$ cat config.mk
export PLATFORM = sky130hd
export DESIGN_NAME = adcpts_device_flat
export DESIGN_NICKNAME = d
export VERILOG_FILES = /design/src/design/adcpts_pkg.sv /design/src/design/adcpts_link_if.sv /design/src/design/adcpts_sync.sv /design/src/design/adcpts_device.sv /design/src/flat_wrapper.sv
export SDC_FILE = /design/constraint.sdc
export NUM_CORES = 1
export LEC_CHECK = 0
export BUFFER_PORTS_ARGS = -buffer_cell sky130_fd_sc_hd__buf_2
export CORE_MARGIN = 5
export CORE_UTILIZATION = 43
export CTS_CLUSTER_DIAMETER = 40
export DETAILED_ROUTE_END_ITERATION = 12
export PLACE_DENSITY_LB_ADDON = 0.08
export SKIP_LAST_GASP = 1
export SYNTH_ARGS = -nofsm -noshare
export SYNTH_HDL_FRONTEND = slang
export SYNTH_SLANG_ARGS = --single-unit
$ cat constraint.sdc
create_clock -name ref_clk -period 2.2 [get_ports ref_clk]
set_input_delay 0.44 -clock ref_clk [delete_from_list [all_inputs] [get_ports ref_clk]]
set_output_delay 0.44 -clock ref_clk [all_outputs]
set_load 0.02 [all_outputs]
$ cat src/design/adcpts_pkg.sv
/*
  Shared constants of the converter power and trim sequencer: control word
  layout, host command map, and every timing figure with its cycle count.
  Assumes a 100 MHz ref_clk on both ends and a nominal 6 MHz master clock.
*/
package adcpts_pkg;

  // Clock rates
  localparam int unsigned CLK_PERIOD_NS = 10;
  localparam int unsigned MCLK_NOM_KHZ  = 6000;

  // Calibration lengths as printed, then in master clock cycles
  localparam int unsigned CAL_FULL_US   = 41700;
  localparam int unsigned CAL_PAIR_US   = 9260;
  localparam int unsigned CAL_ONE_US    = 4630;
  localparam int unsigned CAL_FULL_MCLK = CAL_FULL_US * MCLK_NOM_KHZ / 1000;
  localparam int unsigned CAL_PAIR_MCLK = CAL_PAIR_US * MCLK_NOM_KHZ / 1000;
  localparam int unsigned CAL_ONE_MCLK  = CAL_ONE_US * MCLK_NOM_KHZ / 1000;

  // Conversion length in master clock cycles
  localparam int unsigned CONV_NS   = 3500;
  localparam int unsigned CONV_MCLK = CONV_NS * MCLK_NOM_KHZ / 1000000;

  // Wake time and trigger low time, least times rounded up
  localparam int unsigned WAKE_NS      = 5000;
  localparam int unsigned WAKE_CYC     = (WAKE_NS + CLK_PERIOD_NS - 1) / CLK_PERIOD_NS;
  localparam int unsigned TRIG_LOW_NS  = 5000;
  localparam int unsigned TRIG_LOW_CYC = (TRIG_LOW_NS + CLK_PERIOD_NS - 1) / CLK_PERIOD_NS;

  // Host idle times after supplies come up
  localparam int unsigned POR_IDLE_MS  = 42;
  localparam int unsigned POR_IDLE_CYC = POR_IDLE_MS * 1000000 / CLK_PERIOD_NS;
  localparam int unsigned INIT_PWR_US  = 300;
  localparam int unsigned INIT_PWR_CYC = INIT_PWR_US * 1000 / CLK_PERIOD_NS;

  // Small counts
  localparam int unsigned STRAP_CYC      = 3;
  localparam int unsigned STRAP_HOLD_CYC = 16;
  localparam int unsigned GUARD_CYC      = 8;
  localparam int unsigned CNT_W          = 18;

  // Control word layout
  localparam int unsigned CTRL_W      = 8;
  localparam int unsigned BIT_MODE_LO = 0;
  localparam int unsigned BIT_MODE_HI = 1;
  localparam int unsigned BIT_TRIM    = 2;
  localparam int unsigned BIT_VAR_LO  = 3;
  localparam int unsigned BIT_SYS     = 5;
  localparam int unsigned BIT_CONV    = 6;
  localparam logic [CTRL_W-1:0] CTRL_RESET = 8'h00;
  localparam logic [1:0] VAR_FULL = 2'h0;
  localparam logic [1:0] VAR_PAIR = 2'h1;

  // Synchronised link bits: trigger, trim, doze, master clock, strobe, data
  localparam int unsigned SYNC_W = 5 + CTRL_W;
  localparam logic [SYNC_W-1:0] SYNC_RESET = 13'h0007;

  // Host command map and bit positions
  localparam int unsigned ADDR_W = 4;
  localparam logic [ADDR_W-1:0] REG_CTRL  = 4'h0;
  localparam logic [ADDR_W-1:0] REG_PINS  = 4'h4;
  localparam logic [ADDR_W-1:0] REG_PULSE = 4'h8;
  localparam logic [ADDR_W-1:0] REG_STAT  = 4'hC;
  localparam int unsigned PULSE_TRIG = 0;
  localparam int unsigned PULSE_TRIM = 1;
  localparam int unsigned STAT_BUSY  = 0;
  localparam int unsigned STAT_READY = 1;
  localparam int unsigned STAT_REFUSED = 2;

endpackage : adcpts_pkg

$ cat src/design/adcpts_link_if.sv
/*
  Pins between the host and the converter's sequencer.
  Assumes both ends run on the same ref_clk; the device resynchronises pins.
*/
`timescale 1ns/1ps
`default_nettype none
interface adcpts_link_if;
  logic       sampleTriggerN;
  logic       trimRequestN;
  logic       dozeN;
  logic       masterClockIn;
  logic       ctrlWrite;
  logic [7:0] ctrlData;
  logic       busy;

  modport device (input sampleTriggerN, trimRequestN, dozeN, masterClockIn, ctrlWrite, ctrlData, output busy);
  modport host   (output sampleTriggerN, trimRequestN, dozeN, masterClockIn, ctrlWrite, ctrlData, input busy);
endinterface : adcpts_link_if
`default_nettype wire

$ cat src/design/adcpts_sync.sv
/*
  Two flip-flop synchroniser, one pair per bit.
  Assumes the inputs change no faster than the clock can follow.
*/
`timescale 1ns/1ps
`default_nettype none
module adcpts_sync #(
  parameter int unsigned   W         = 1,
  parameter logic [W-1:0]  RESET_VAL = '0
) (
  input  wire logic         ref_clk,
  input  wire logic         reset_n,
  input  wire logic [W-1:0] d,
  output logic      [W-1:0] q
);
  for (genvar i = 0; i < W; i++) begin : g_bit
    logic meta;
    logic hold;
    // First stage feeds only the second
    always_ff @(posedge ref_clk or negedge reset_n) begin
      if (!reset_n) begin
        meta <= RESET_VAL[i];
        hold <= RESET_VAL[i];
      end else begin
        meta <= d[i];
        hold <= meta;
      end
    end
    assign q[i] = hold;
  end
endmodule : adcpts_sync
`default_nettype wire

$ cat src/design/adcpts_device.sv
/*
  Converter end: power state and calibration sequencer with its control
  word register, counting calibration and conversion in master clock edges.
  Assumes the host keeps ctrlData stable from its write strobe onward and
  that master_clock_in is far slower than ref_clk.
*/
// The strobed register port and the placing of the registers were chosen for this implementation.
// Notes on behaviour
// RULE1: Power-on calibration ignores doze pin low.
// RULE2: Trim pin high at power-on skips calibration.
// RULE3: Host idles about 42 ms after power-on.
// RULE4: Without autocalibration host waits 300 us.
// RULE5: Ready 5 us after leaving full power-down.
// RULE6: Between-conversion modes power down when busy falls.
// RULE7: Trigger falling edge wakes, ready after 5 us.
// RULE8: Trigger rising edge starts conversion; hold low 5us.
// RULE9: Software conversion needs a preceding power-up write.
// RULE10: After calibration stay powered until commanded down.
// RULE11: Partial power-down calibration takes three writes.
// RULE12: Self and system calibration, several variants each.
// RULE13: Calibration starts by trim pulse or launch bit.
// RULE14: Full 41.7, pair 9.26, single 4.63 ms.
// RULE15: Calibration lengths count master clock cycles.
// RULE16: Conversion lasts 3.5 us at 6 MHz.
// RULE17: Host recalibrates only when conditions change.
// RULE18: On-chip reference: skip autocal, wait 150 ms. The host skips autocal but waits only InitPwrCycles (300 us).
// RULE19: Power state decoded from mode bits and doze.
// RULE20: Busy rises at launch, falls when calibration ends.
// RULE21: Host issues nothing new while busy. Doze pin writes are still taken while busy.
`timescale 1ns/1ps
`default_nettype none
module adcpts_device
  import adcpts_pkg::*;
#(
  parameter int unsigned CalFullCycles = CAL_FULL_MCLK,
  parameter int unsigned CalPairCycles = CAL_PAIR_MCLK,
  parameter int unsigned CalOneCycles  = CAL_ONE_MCLK
) (
  input  wire logic       ref_clk,
  input  wire logic       reset_n,
  adcpts_link_if.device   link,
  output logic            poweredUp,
  output logic            partialDown,
  output logic [2:0]      calKind,
  output logic            calDone,
  output logic            convDone
);

  typedef enum logic [6:0] {
    ST_STRAP = 7'h01,
    ST_POR   = 7'h02,
    ST_UP    = 7'h04,
    ST_CAL   = 7'h08,
    ST_CONV  = 7'h10,
    ST_DOWN  = 7'h20,
    ST_WAKE  = 7'h40
  } adcpts_state_e;

  adcpts_state_e     state;
  adcpts_state_e     next_state;
  logic [CNT_W-1:0]  cnt;
  logic [CNT_W-1:0]  next_cnt;
  logic [CTRL_W-1:0] ctrlReg;
  logic              busy;
  logic [SYNC_W-1:0] pinS;
  logic              trigS, trimS, dozeS, mclkS, wrS;
  logic [CTRL_W-1:0] dataS;
  logic              trigPrev, trimPrev, dozePrev, mclkPrev;
  logic              trigRise, trigFall, trimRise, trimFall, dozeRise, mclkRise;
  logic              swCal, swConv, calStart, convStart, downReq, wakeReq;
  logic              calEnd, convEnd, betweenConv, mode00;
  logic [2:0]        kindLoad;
  logic [CNT_W-1:0]  calLoad;

  // Stay up: 01, or 00 with the doze pin high
  function automatic logic stayUp(input logic [CTRL_W-1:0] w, input logic doze);
    stayUp = !w[BIT_MODE_HI] && (w[BIT_MODE_LO] || doze);
  endfunction : stayUp

  // Power down after each conversion: 00 with doze low, or 11
  function automatic logic downAfterConv(input logic [CTRL_W-1:0] w, input logic doze);
    downAfterConv = (w[BIT_MODE_HI] && w[BIT_MODE_LO]) || (!w[BIT_MODE_HI] && !w[BIT_MODE_LO] && !doze);
  endfunction : downAfterConv

  // Every pin crosses two flip-flops before any logic looks at it
  adcpts_sync #(
    .W         (SYNC_W),
    .RESET_VAL (SYNC_RESET)
  ) u_sync (
    .ref_clk (ref_clk),
    .reset_n (reset_n),
    .d       ({link.ctrlData, link.ctrlWrite, link.masterClockIn, link.dozeN,
               link.trimRequestN, link.sampleTriggerN}),
    .q       (pinS)
  );

  assign trigS = pinS[0];
  assign trimS = pinS[1];
  assign dozeS = pinS[2];
  assign mclkS = pinS[3];
  assign wrS   = pinS[4];
  assign dataS = pinS[SYNC_W-1:5];

  // Previous levels for edge detection on synchronised pins
  always_ff @(posedge ref_clk or negedge reset_n) begin
    if (!reset_n) begin
      trigPrev <= 1'b1;
      trimPrev <= 1'b1;
      dozePrev <= 1'b1;
      mclkPrev <= 1'b0;
    end else begin
      trigPrev <= trigS;
      trimPrev <= trimS;
      dozePrev <= dozeS;
      mclkPrev <= mclkS;
    end
  end

  assign trigRise = trigS && !trigPrev;
  assign trigFall = !trigS && trigPrev;
  assign trimRise = trimS && !trimPrev;
  assign trimFall = !trimS && trimPrev;
  assign dozeRise = dozeS && !dozePrev;
  assign mclkRise = mclkS && !mclkPrev;

  // Power mode decode from the stored control word and doze pin
  assign betweenConv = downAfterConv(ctrlReg, dozeS); // RULE19
  assign mode00      = !ctrlReg[BIT_MODE_HI] && !ctrlReg[BIT_MODE_LO]; // RULE19

  // Launch events; calibration wins over conversion on a shared cycle
  assign swCal     = wrS && dataS[BIT_TRIM];
  assign swConv    = wrS && dataS[BIT_CONV];
  assign calStart  = ((state == ST_UP) && (trimRise || swCal)) || ((state == ST_POR) && trimRise); // RULE13
  assign convStart = (state == ST_UP) && !calStart && (trigRise || swConv); // RULE8
  assign downReq   = (state == ST_UP) && !calStart && !convStart && wrS && dataS[BIT_MODE_HI]; // RULE19
  assign calEnd    = (state == ST_CAL) && mclkRise && (cnt == CNT_W'(1));
  assign convEnd   = (state == ST_CONV) && mclkRise && (cnt == CNT_W'(1));

  // Wake sources: trigger fall in a between-conversion mode, a power-up
  // write, doze rising in mode 00, or a trim pulse whose width covers wake
  assign wakeReq = (state == ST_DOWN) && ((trigFall && betweenConv) // RULE7
                   || (wrS && stayUp(dataS, dozeS)) // RULE5
                   || (dozeRise && mode00) || trimFall);

  // Calibration family and variant: a write supplies its own, a pin pulse
  // uses the stored word, power-on is always a full self calibration
  always_comb begin
    kindLoad = {ctrlReg[BIT_SYS], ctrlReg[BIT_VAR_LO+1], ctrlReg[BIT_VAR_LO]}; // RULE12
    if (state == ST_POR) begin
      kindLoad = {1'b0, VAR_FULL};
    end else if (swCal) begin
      kindLoad = {dataS[BIT_SYS], dataS[BIT_VAR_LO+1], dataS[BIT_VAR_LO]};
    end
    // Self and system variants share lengths
    case (kindLoad[1:0])
      VAR_FULL: calLoad = CNT_W'(CalFullCycles); // RULE14
      VAR_PAIR: calLoad = CNT_W'(CalPairCycles); // RULE14
      default:  calLoad = CNT_W'(CalOneCycles); // RULE14
    endcase
  end

  // Sequencer next state; CAL and CONV advance only on master clock edges
  always_comb begin
    next_state = state;
    next_cnt   = cnt;
    case (state)
      ST_STRAP: begin
        if (cnt == CNT_W'(1)) begin
          next_state = trimS ? ST_UP : ST_POR; // RULE2
        end else begin
          next_cnt = cnt - CNT_W'(1);
        end
      end
      ST_POR: begin
        // Doze pin is not looked at until power-on calibration is over
        if (calStart) begin // RULE1
          next_state = ST_CAL;
          next_cnt   = calLoad;
        end
      end
      ST_UP: begin
        if (calStart) begin
          next_state = ST_CAL;
          next_cnt   = calLoad;
        end else if (convStart) begin
          next_state = ST_CONV;
          next_cnt   = CNT_W'(CONV_MCLK); // RULE16
        end else if (downReq) begin
          next_state = ST_DOWN;
        end
      end
      ST_CAL: begin
        if (calEnd) begin
          next_state = ST_UP; // RULE10
        end else if (mclkRise) begin
          next_cnt = cnt - CNT_W'(1); // RULE15
        end
      end
      ST_CONV: begin
        if (convEnd) begin
          next_state = betweenConv ? ST_DOWN : ST_UP; // RULE6
        end else if (mclkRise) begin
          next_cnt = cnt - CNT_W'(1);
        end
      end
      ST_DOWN: begin
        if (wakeReq) begin
          next_state = ST_WAKE;
          next_cnt   = CNT_W'(WAKE_CYC - 1); // RULE5 RULE7: sync lag adds the last cycle
        end
      end
      ST_WAKE: begin
        if (cnt == CNT_W'(1)) begin
          next_state = ST_UP; // RULE7
        end else begin
          next_cnt = cnt - CNT_W'(1);
        end
      end
      default: begin
        next_state = ST_STRAP;
        next_cnt   = CNT_W'(STRAP_CYC);
      end
    endcase
  end

  // Sequencer state; the strap wait lets the trim pin settle through the sync
  always_ff @(posedge ref_clk or negedge reset_n) begin
    if (!reset_n) begin
      state <= ST_STRAP;
      cnt   <= CNT_W'(STRAP_CYC);
    end else begin
      state <= next_state;
      cnt   <= next_cnt;
    end
  end

  // Control word holds the last write, including the mode bits
  always_ff @(posedge ref_clk or negedge reset_n) begin
    if (!reset_n) begin
      ctrlReg <= CTRL_RESET;
    end else if (wrS) begin
      ctrlReg <= dataS;
    end
  end

  // Busy covers calibration and conversion, from launch to end
  always_ff @(posedge ref_clk or negedge reset_n) begin
    if (!reset_n) begin
      busy <= 1'b0;
    end else begin
      busy <= (next_state == ST_CAL) || (next_state == ST_CONV); // RULE20
    end
  end
  assign link.busy = busy;

  // Power status and completion pulses for the local user
  always_ff @(posedge ref_clk or negedge reset_n) begin
    if (!reset_n) begin
      poweredUp   <= 1'b0;
      partialDown <= 1'b0;
      calKind     <= 3'h0;
      calDone     <= 1'b0;
      convDone    <= 1'b0;
    end else begin
      poweredUp   <= (next_state == ST_UP) || (next_state == ST_CAL) || (next_state == ST_CONV);
      partialDown <= (next_state == ST_DOWN) && (wrS ? (dataS[BIT_MODE_HI] && dataS[BIT_MODE_LO])
                                                     : (ctrlReg[BIT_MODE_HI] && ctrlReg[BIT_MODE_LO]));
      calDone     <= calEnd;
      convDone    <= convEnd;
      if (calStart) begin
        calKind <= kindLoad;
      end
    end
  end

endmodule : adcpts_device
`default_nettype wire

$ cat src/flat_wrapper.sv
// flat-port wrapper written by rule: the top's interface ports become plain ports
module adcpts_device_flat import adcpts_pkg::*;
#(
  parameter int unsigned CalFullCycles = CAL_FULL_MCLK,
  parameter int unsigned CalPairCycles = CAL_PAIR_MCLK,
  parameter int unsigned CalOneCycles  = CAL_ONE_MCLK
)
  (ref_clk, reset_n, poweredUp, partialDown, calKind, calDone, convDone, link_sampleTriggerN, link_trimRequestN, link_dozeN, link_masterClockIn, link_ctrlWrite, link_ctrlData, link_busy);
  adcpts_link_if link_i ();
  input  wire logic ref_clk;
  input  wire logic reset_n;
  output logic poweredUp;
  output logic partialDown;
  output logic [2:0] calKind;
  output logic calDone;
  output logic convDone;
  input wire logic [$bits(link_i.sampleTriggerN)-1:0] link_sampleTriggerN;
  input wire logic [$bits(link_i.trimRequestN)-1:0] link_trimRequestN;
  input wire logic [$bits(link_i.dozeN)-1:0] link_dozeN;
  input wire logic [$bits(link_i.masterClockIn)-1:0] link_masterClockIn;
  input wire logic [$bits(link_i.ctrlWrite)-1:0] link_ctrlWrite;
  input wire logic [$bits(link_i.ctrlData)-1:0] link_ctrlData;
  output wire logic [$bits(link_i.busy)-1:0] link_busy;
  assign link_i.sampleTriggerN = link_sampleTriggerN;
  assign link_i.trimRequestN = link_trimRequestN;
  assign link_i.dozeN = link_dozeN;
  assign link_i.masterClockIn = link_masterClockIn;
  assign link_i.ctrlWrite = link_ctrlWrite;
  assign link_i.ctrlData = link_ctrlData;
  assign link_busy = link_i.busy;
  adcpts_device #(.CalFullCycles(CalFullCycles), .CalPairCycles(CalPairCycles), .CalOneCycles(CalOneCycles)) u_core (.ref_clk(ref_clk), .reset_n(reset_n), .link(link_i), .poweredUp(poweredUp), .partialDown(partialDown), .calKind(calKind), .calDone(calDone), .convDone(convDone));
endmodule
==> results of run 1 <==
-- stage by stage --
| step | setup WS [ps] | hold slack [ps] | area [µm²] | TNS (ps) |
|---|---|---|---|---|
| floorplan | -12.6 | 144 | 3070 | -91.9 |
| CTS | -50.7 | 115 | 3990 | -472 |
| detailed placement | -114 | 335 | 3660 | -1360 |
| global route | -140 | 124 | 4080 | -1180 |
| global placement | -73.0 | 332 | 3660 | -943 |
| finish | -54.5 | 74.0 | 4080 | -283 |
-- placed cells by master, fill, tap and decap left out, types with 4 or more instances in the layout --
master     n
buf_4     56
clkbuf_8  10
buf_2     21
a21oi_1   20
nor3_1    12
a31oi_1   12
dfstp_2   12
nor2_1    21
nor2b_1    4
o21ai_0   18
inv_1     10
o21ai_1   10
o21ai_2    8
mux2_2     5
nand2b_1   8
nand3_1   10
nand2_1   14
and3_1     4
dfrtp_1   54
-- synthesized netlist by cell type, types with 4 or more instances --
cell type   n
nor4_1      4
or3_1       4
clkbuf_1    9
nor3_1     14
mux2_2      7
nor2b_1     4
nand2_1    15
nand2b_1    8
a31oi_1    12
o21ai_0    25
dfrtp_1    54
nor2_1     24
a21oi_1    20
nand3_1    11
inv_1      10
and3_1      4
o21ai_1    10
dfstp_2    12
-- routing by layer --
layer	up-vias	track usage, %	share of wire, %
met3	16	5.61	7.3
met4	0	7.22	1.7
li1	1273	-	-
met5	-	0	0
met1	1295	26.8	43
met2	86	31.1	48
-- what timing repair did --
| action | CTS | global route |
|---|---|---|
| buffers inserted | 2 | 2 |
| endpoints found under the setup margin | 19 | 22 |
| resized for setup | 12 | 24 |
| gates cloned | 2 | 0 |
| pin swaps | 2 | 6 |
-- sequential cells by signal, summed over array words and instances, names as in the netlist, 3 cells and up --
signal,count
u_core.state,7
u_core.u_sync.g_bit.hold,12
u_core.u_sync.g_bit.meta,12
u_core.cnt,18
u_core.calKind,3
u_core.ctrlReg,5
-- worst max-delay path: cells and delay by family (launching register included) --
family / cells / cell delay (ps)
and+or+nand+nor: 2 / 910
DFF: 1 / 530
AOI/OAI and AO/OA: 4 / 730
-- power by group through the flow --
stage | Clock [mW] | Combinational [mW] | Sequential, mW
2_1_floorplan | 0 | 1.03 | 1.60
3_5_place_dp | 0 | 1.75 | 1.58
3_3_place_gp | 0 | 1.74 | 1.57
5_1_grt | 1.23 | 2.22 | 1.59
6_report | 1.15 | 2.01 | 1.57
4_1_cts | 1.18 | 1.87 | 1.56
-- area by class of cell --
class	instances	area [µm²]	share of cell area (%)
sequential	66	1670	40.9
multi-input combinational	215	1480	36.3
timing repair buffer	78	546	13.4
clock buffer	10	138	3.38
tap	96	120	2.95
clock inverter	6	90.1	2.21
inverter	10	37.5	0.921
-- cell families (layout without fill, tap and decap cells) --
kind of cell,Yosys count,count (layout)
mux,10,10
flops,66,66
simple gates,107,108
buf+inv,21,104
xor+xnor,2,2
fa+ha+maj,2,2
compound gates,92,93
-- path summary, 6_finish.rpt --
| kind | depth (start not counted) | slack [ps] | start | end |
|---|---|---|---|---|
| min reg2reg | 0 | 350 | u_core.u_sync.g_bit[9].meta | u_core.u_sync.g_bit[9].hold |
| min | 2 | 70 | reset_n | u_core.state[2] |
| min in group ref_clk | 1 | 190 | link_dozeN | u_core.u_sync.g_bit[2].meta |
| max reg2reg | 6 | -50 | u_core.u_sync.g_bit[2].hold | u_core.cnt[3] |
| max in group asynchronous | 2 | 1760 | reset_n | u_core.u_sync.g_bit[0].meta |
| max | 6 | -50 | u_core.u_sync.g_bit[2].hold | u_core.cnt[3] |
==> results.py, run 1 <==
metrics = {
    "status": {
        "status": "finished with violations",
        "violations": "setup timing",
    },
    "global_route": {
        "grt_use_total_pct": 20.1,
        "grt_pass1_wl_mm": 13.7,
        "overflow": 0,
        "grt_pass1_vias": 2748,
        "antenna_found_initial": 0,
        "grt_start_max_net_pins": 67,
    },
    "sta": {
        "hold_viol_final": 0,
        "slew_headroom_pct": 54.9,
        "finalSetupViolCount": 10,
        "fin_crit_sh_pct": 102,
        "drv_slew": 0,
        "fin_ws_ps": -54.5,
        "timing.fmax_mhz": 444,
        "tightest_slew_ps": 670,
        "clock_skew_ps": 8.86,
        "final.min_clock_period_ps": 2250,
        "grt_setup_unrepaired": "yes",
    },
    "synth": {
        "synth_top_area_cell": "dfrtp_1",
        "synth.distinct_cells": 52,
        "synth_edf_count": 0,
        "yosys_warnings": 0,
        "synth_compound_gate_area_share_pct": 18.9,
        "syn_nets": 317,
        "synth_top_area_share_pct": 44.3,
        "synthMuxAreaShare_pct": 3.57,
        "synthArstFlopShare_pct": 100,
        "synthCells": 300,
        "synth_xor_xnor_area_share_pct": 0.574,
        "synth-seq-cells": 66,
        "synth_adder_area_share_pct": 0.820,
        "synth_area_leaders": "dfrtp_1, dfstp_2, o21ai_0, a21oi_1, nor2_1",
        "syn_avg_cell_area_um2": 10.2,
        "synth_top_family_by_area": "compound AO/OA/AOI/OAI gates",
        "syn_area_um2": 3050,
        "synth-seq-area-share_pct": 54.6,
        "yosys.area_share.simple_pct": 18.7,
        "synth_ff_type": "dfrtp_1",
    },
    "worst_setup_path": {
        "max_stage_delay_ps": 530,
        "worstSetupPathType": "flop to flop",
        "worstPathRequired_ps": 2470,
        "path_cells": "or4b_4, o311ai_4, a311oi_4, or3_4, a311o_4, o21ai_1",
        "critical_path.startpoint_type": "flop",
        "slowest_stage": "dfstp_2",
        "cp.arrival_ps": 2520,
        "path_max_fanout": 6,
        "end_kind": "flop",
    },
    "clocking": {
        "clock_latency_ps": 340,
        "root_buffer": "clkbuf_8",
        "cts.sinks": 66,
        "clockBufferDepth": 2,
        "cts_made_buffers": 9,
        "ctsHtreeMaxLevel": 3,
        "cts_tree": "built",
        "holdBufCountCts": 0,
        "path_clk_slew_ps": 70,
    },
    "routing": {
        "via_per_inst": 5.55,
        "wl_per_cell_um": 16.7,
        "num_vias": 2670,
        "drcViolationCount": 0,
        "postRouteAntennaNets": 0,
        "drt-total-wl_mm": 8.03,
        "drtIter0Drc": 268,
        "drtPass1Iterations": 4,
    },
    "pwr": {
        "p_seq_share_pct": 33.1,
        "power.density_nw_per_um2": 1160,
        "swShare_pct": 36.6,
        "switchingPower_mw": 1.73,
        "pwr-share-clk_pct": 24.2,
        "p_leak_nw": 1.89,
        "pwr-share-comb_pct": 42.6,
        "finalPower_mw": 4.73,
        "p_int_mw": 3.00,
        "ir_worst_vdd_uv": 647,
    },
    "run": {
        "cap_violations": 0,
    },
    "die": {
        "chipHeight_um": 94.3,
        "core_um2": 6870,
        "die_area_um2": 8880,
        "row_count": 30,
        "initial_core_util_pct": 44.4,
        "die_width_um": 94.3,
        "ioPinCount": 23,
    },
    "placement": {
        "dp.cells": 459,
        "port_buffers": 21,
        "gp_congestion": 0.893,
        "hpwl_mm": 5.63,
    },
    "layout": {
        "n_antenna_cell": 0,
        "area_delta_synth_final_pct": 33.5,
        "final_layout_size_suffix_gt1_share_pct": 38.2,
        "fin_nets": 397,
        "utilization_pct": 59.3,
        "final_cell_count_no_fill": 481,
        "fillers": 609,
    },
    "worst_hold_path": {
        "min_path_type": "primary input to async pin",
    },
}
(Power assumes the default switching activity.)
==> inputs of run 2 (changes only) <==
Settings changed: SETUP_SLACK_MARGIN set to 0.5.
==> run 2 against run 1 <==
The flow still finishes with violations (setup timing). Via count is 2.2% lower. Largest cell class unchanged. Cell area is 1.4% higher. Register-to-register slack better by 20 ps. Largest power group unchanged. Die area stayed put. Clock power is 6% lower. Flip-flop and latch count stayed put. Routed wire length is 6.1% lower. Sequential power hardly changed. Clock-buffer cell count stayed put.
==> results.py, run 2 (same netlist as run 1, synthesis figures left out) <==
metrics = {
    "worst_setup_path": {
        "critical_path.startpoint_type": "flop",
        "r2r-end": "u_core.cnt[16]",
        "cp.arrival_ps": 2510,
        "r2r.worst_path.cells": 6,
        "r2r-start": "u_core.u_sync.g_bit[2].hold",
        "worstSetupPathType": "flop to flop",
        "rrSetupSlack_ps": -30,
        "path_max_fanout": 8,
        "worstPathRequired_ps": 2470,
        "end_kind": "flop",
    },
    "sta": {
        "grt_setup_unrepaired": "yes",
        "drv_slew": 0,
        "clock_skew_ps": 11.6,
        "tightest_slew_ps": 668,
        "timing.fmax_mhz": 448,
        "fin_ws_ps": -33.0,
        "finalSetupViolCount": 12,
        "hold_viol_final": 0,
        "slew_headroom_pct": 55.1,
        "fin_crit_sh_pct": 101,
        "final.min_clock_period_ps": 2230,
    },
    "global_route": {
        "antenna_found_initial": 0,
        "grt_use_met2_pct": 28.5,
        "grt_start_max_net_pins": 67,
        "grt_pass1_vias": 2529,
        "grt_pass1_wl_mm": 12.5,
        "grt_use_total_pct": 18.4,
        "busiest_layer": "met2",
        "grtUsageMet1_pct": 24.7,
        "overflow": 0,
        "use_met3_pct": 3.45,
    },
    "layout": {
        "fin_nets": 384,
        "final_layout_size_suffix_gt1_share_pct": 41.1,
        "fin_area_um2": 4130,
        "multi_input_area_um2": 1620,
        "regArea_um2": 1670,
        "largest-register": "u_core.cnt",
        "mostFrequentLayoutCell": "dfrtp_1",
        "top_regs": "u_core.cnt x18, u_core.u_sync.g_bit.hold x12, u_core.u_sync.g_bit.meta x12",
        "n_antenna_cell": 0,
        "fillers": 585,
        "largest_reg_flops": 18,
        "area_delta_synth_final_pct": 35.3,
        "final_cell_mix": "dfrtp_1, buf_4, buf_2",
    },
    "die": {
        "core_um2": 6870,
        "die_area_um2": 8880,
        "initial_core_util_pct": 44.4,
        "die_width_um": 94.3,
        "ioPinCount": 23,
        "chipHeight_um": 94.3,
        "row_count": 30,
    },
    "status": {
        "status": "finished with violations",
        "violations": "setup timing",
    },
    "pwr": {
        "power.density_nw_per_um2": 1140,
        "p_leak_nw": 1.84,
        "switchingPower_mw": 1.80,
        "ir_worst_vdd_uv": 466,
        "swShare_pct": 38.1,
        "p_seq_share_pct": 33.9,
        "pwr-share-comb_pct": 43.2,
        "p_int_mw": 2.92,
        "pwr-share-clk_pct": 22.9,
    },
    "placement": {
        "place_area_um2": 3600,
        "place_ws_ps": -50.0,
        "hpwl_mm": 5.16,
        "port_buffers": 21,
        "gp_congestion": 0.905,
    },
    "run": {
        "cap_violations": 0,
    },
    "clocking": {
        "root_buffer": "clkbuf_8",
        "cts.sinks": 66,
        "path_clk_slew_ps": 80,
        "cts_tree": "built",
        "clockBufferDepth": 2,
        "ctsHtreeMaxLevel": 3,
        "clock_latency_ps": 350,
        "cts_made_buffers": 9,
    },
    "routing": {
        "wl_per_cell_um": 16.1,
        "postRouteAntennaNets": 0,
        "drcViolationCount": 0,
        "via_per_inst": 5.58,
        "drt-total-wl_mm": 7.54,
        "num_vias": 2612,
        "drtIter0Drc": 206,
        "drtPass1Iterations": 4,
    },
    "worst_hold_path": {
        "min_path_type": "primary input to async pin",
    },
}
run 2: metal layers:
metal / vias to the layer above / wire (µm)
li1: 1252 / -
met1: 1282 / 3390
met2: 68 / 3690
met3: 10 / 348
met4: 0 / 119
met5: - / 0
run 2: worst max-delay path by stage:
stage / start / end / slack (ps) / depth (start not counted)
after CTS: u_core.u_sync.g_bit[2].hold / u_core.cnt[12] / -40 / 6
after global routing: u_core.u_sync.g_bit[2].hold / u_core.cnt[17] / -100 / 6
after floorplan: u_core.u_sync.g_bit[2].hold / u_core.cnt[10] / -0.7 / 7
after global placement: u_core.u_sync.g_bit[2].hold / u_core.cnt[12] / -30 / 6
after detailed placement: u_core.u_sync.g_bit[2].hold / u_core.cnt[12] / -50 / 6
final: u_core.u_sync.g_bit[2].hold / u_core.cnt[16] / -30 / 6
run 2: what timing repair did:
item                       CTS  global route
pin swaps                   10             3
setup endpoints to repair   32            33
gates cloned                 1             0
hold buffers                 0             0
gates resized for setup     30            22
setup buffers                5             4
run 2: power groups by stage:
stage / sequential, mW / clock, mW / combinational [mW]
2_1_floorplan: 1.61 / 0 / 1.11
3_3_place_gp: 1.59 / 0 / 1.70
3_5_place_dp: 1.59 / 0 / 1.70
4_1_cts: 1.59 / 1.10 / 1.94
5_1_grt: 1.63 / 1.15 / 2.24
6_report: 1.60 / 1.08 / 2.04
run 2: final cells by class:
type | count | area share (%)
flip-flops and latches | 66 | 40.4
multi-input cells | 214 | 39.1
repair buffers | 66 | 11.6
clock buffers | 10 | 3.33
well taps | 96 | 2.91
clock inverters | 6 | 1.76
inverters | 10 | 0.909
run 2: per-stage QoR:
step,total power [mW],TNS (ps),cells,hold WS (ps),utilization [%]
global placement,3.29,-174,442,331,52.5
detailed placement,3.30,-297,442,335,52.5
finish,4.73,-253,468,71.5,60.1
CTS,4.64,-344,464,102,58.5
floorplan,2.72,-5.35,300,144,-
global route,5.02,-1030,468,123,60.1
run 2: critical path, cell delays in order, from the launching register on:
cell and delay [ps]:
dfstp_2 530, or4b_4 470, o311ai_4 90, a311oi_2 80, or3_4 470, a311o_4 380
o21ai_1 140
==> inputs of run 3 (changes only) <==
Settings changed: CORE_UTILIZATION 43 to 40, GPL_TIMING_DRIVEN set to 0.
==> run 3 against run 2 <==
The run still ends with setup timing left. First-iteration DRC count grew 38%. Register-to-register slack got worse by 90 ps. Critical path depth grew 1. Total power up 4.8%. Sequential power about the same. Core utilization is 1.9 points lower.
==> results.py, run 3 (same netlist as run 1, synthesis figures left out) <==
metrics = {
    "routing": {
        "postRouteAntennaNets": 0,
        "wl_per_cell_um": 18.0,
        "via_per_inst": 5.76,
        "drtPass1Iterations": 4,
        "drtIter0Drc": 284,
        "num_vias": 2697,
        "drcViolationCount": 0,
        "drt-total-wl_mm": 8.42,
    },
    "global_route": {
        "antenna_found_initial": 0,
        "grt_pass1_vias": 2707,
        "overflow": 0,
        "grt_use_total_pct": 18.0,
        "grt_pass1_wl_mm": 13.6,
        "grt_start_max_net_pins": 67,
    },
    "layout": {
        "utilization_pct": 58.2,
        "top_regs": "u_core.cnt x18, u_core.u_sync.g_bit.hold x12, u_core.u_sync.g_bit.meta x12",
        "area_delta_synth_final_pct": 39.8,
        "final_layout_size_suffix_gt1_share_pct": 43.9,
        "final_cell_mix": "dfrtp_1, buf_4, a21oi_1, buf_2, o21ai_0",
        "fillers": 616,
        "fin_nets": 381,
        "largest_reg_flops": 18,
        "multi_input_area_um2": 1750,
        "n_antenna_cell": 0,
        "mostFrequentLayoutCell": "dfrtp_1",
        "largest-register": "u_core.cnt",
        "fin_area_um2": 4270,
        "regArea_um2": 1670,
    },
    "pwr": {
        "power.density_nw_per_um2": 1160,
        "ir_worst_vdd_uv": 736,
        "finalPower_mw": 4.96,
        "p_leak_nw": 1.88,
    },
    "sta": {
        "slew_headroom_pct": 45.0,
        "fin_ws_ps": -119,
        "tightest_slew_ps": 825,
        "clock_skew_ps": 6.40,
        "hold_viol_final": 0,
        "fin_crit_sh_pct": 105,
        "grt_setup_unrepaired": "yes",
        "finalSetupViolCount": 18,
        "final.min_clock_period_ps": 2320,
        "setup_tns_ps": -1540,
        "drv_slew": 0,
        "timing.fmax_mhz": 431,
    },
    "worst_setup_path": {
        "path_max_fanout": 6,
        "cp.arrival_ps": 2600,
        "end_kind": "flop",
        "cp_num_buf_inv": 1,
        "critical_path.startpoint_type": "flop",
        "worstPathRequired_ps": 2480,
        "path_cells": "or4b_4, o311ai_4, a311oi_2, or3_4, buf_8, a311o_4, o21ai_2",
        "max_stage_delay_ps": 530,
        "slowest_stage": "dfstp_2",
        "cp_top_family": "simple AND/OR/NAND/NOR gates",
        "worstSetupPathType": "flop to flop",
    },
    "placement": {
        "hpwl_mm": 5.21,
        "place_area_um2": 3410,
        "gp_congestion": 0.864,
        "port_buffers": 21,
        "place_ws_ps": -328,
    },
    "die": {
        "chipHeight_um": 97.4,
        "row_count": 31,
        "die_width_um": 97.4,
        "die_area_um2": 9480,
        "initial_core_util_pct": 41.6,
        "ioPinCount": 23,
        "core_um2": 7330,
    },
    "run": {
        "cap_violations": 0,
    },
    "clocking": {
        "cts_made_buffers": 9,
        "clock_latency_ps": 350,
        "holdBufCountCts": 0,
        "cts_tree": "built",
        "cts.sinks": 66,
        "ctsHtreeMaxLevel": 3,
        "clockBufferDepth": 2,
        "root_buffer": "clkbuf_8",
        "path_clk_slew_ps": 80,
    },
    "status": {
        "status": "finished with violations",
        "violations": "setup timing",
    },
    "worst_hold_path": {
        "min_path_type": "primary input to async pin",
    },
}
run 3: cell types whose count changed in the layout (fill, tap and decap cells not counted), sizes merged:
cell and delta:
clkbuf +4, clkinv +2, inv -2, buf -7
run 3: area by class of cell:
cell class              instances  area share (%)
multi-input cells             214            40.9
flip-flops and latches         66            39.0
repair buffers                 52            8.50
clock buffers                  10            3.22
plain buffers                  11            2.99
well taps                      99            2.90
clock inverters                 6            1.52
inverters                      10           0.879
run 3: repair_timing:
item,4_1_cts,5_1_grt
gates cloned,1,0
pin swaps,22,11
buffers inserted,21,10
gates resized for setup,67,33
endpoints found under the setup margin,33,33
run 3: per-layer routing:
metal / GRT usage, % / routed length [µm] / vias up
li1: - / - / 1243
met1: 24.7 / 3690 / 1328
met2: 26.6 / 4030 / 108
met3: 4.24 / 517 / 18
met4: 8.84 / 178 / 0
met5: 0 / 0 / -
run 3: through the flow:
stage               hold slack (ps)  instances
floorplan                       144        300
global placement                332        420
detailed placement              335        420
CTS                             173        458
global route                    161        468
finish                          180        468
run 3: path summary, 6_finish.rpt:
| check | endpoint | slack [ps] | start | depth (start not counted) |
|---|---|---|---|---|
| max | u_core.cnt[13] | -120 | u_core.u_sync.g_bit[2].hold | 7 |
| min | u_core.cnt[3] | 180 | reset_n | 1 |
| max reg2reg | u_core.cnt[13] | -120 | u_core.u_sync.g_bit[2].hold | 7 |
| min reg2reg | u_core.u_sync.g_bit[11].hold | 350 | u_core.u_sync.g_bit[11].meta | 0 |
| max in group asynchronous | u_core.ctrlReg[4] | 1470 | reset_n | 1 |
| min in group ref_clk | u_core.u_sync.g_bit[1].meta | 190 | link_trimRequestN | 1 |
run 3: power by group:
group	internal, mW	switching, mW	leakage (nW)
combinational	0.999	1.28	0.962
clock	0.556	0.497	0.103
sequential	1.42	0.200	0.816
total	2.98	1.98	1.88
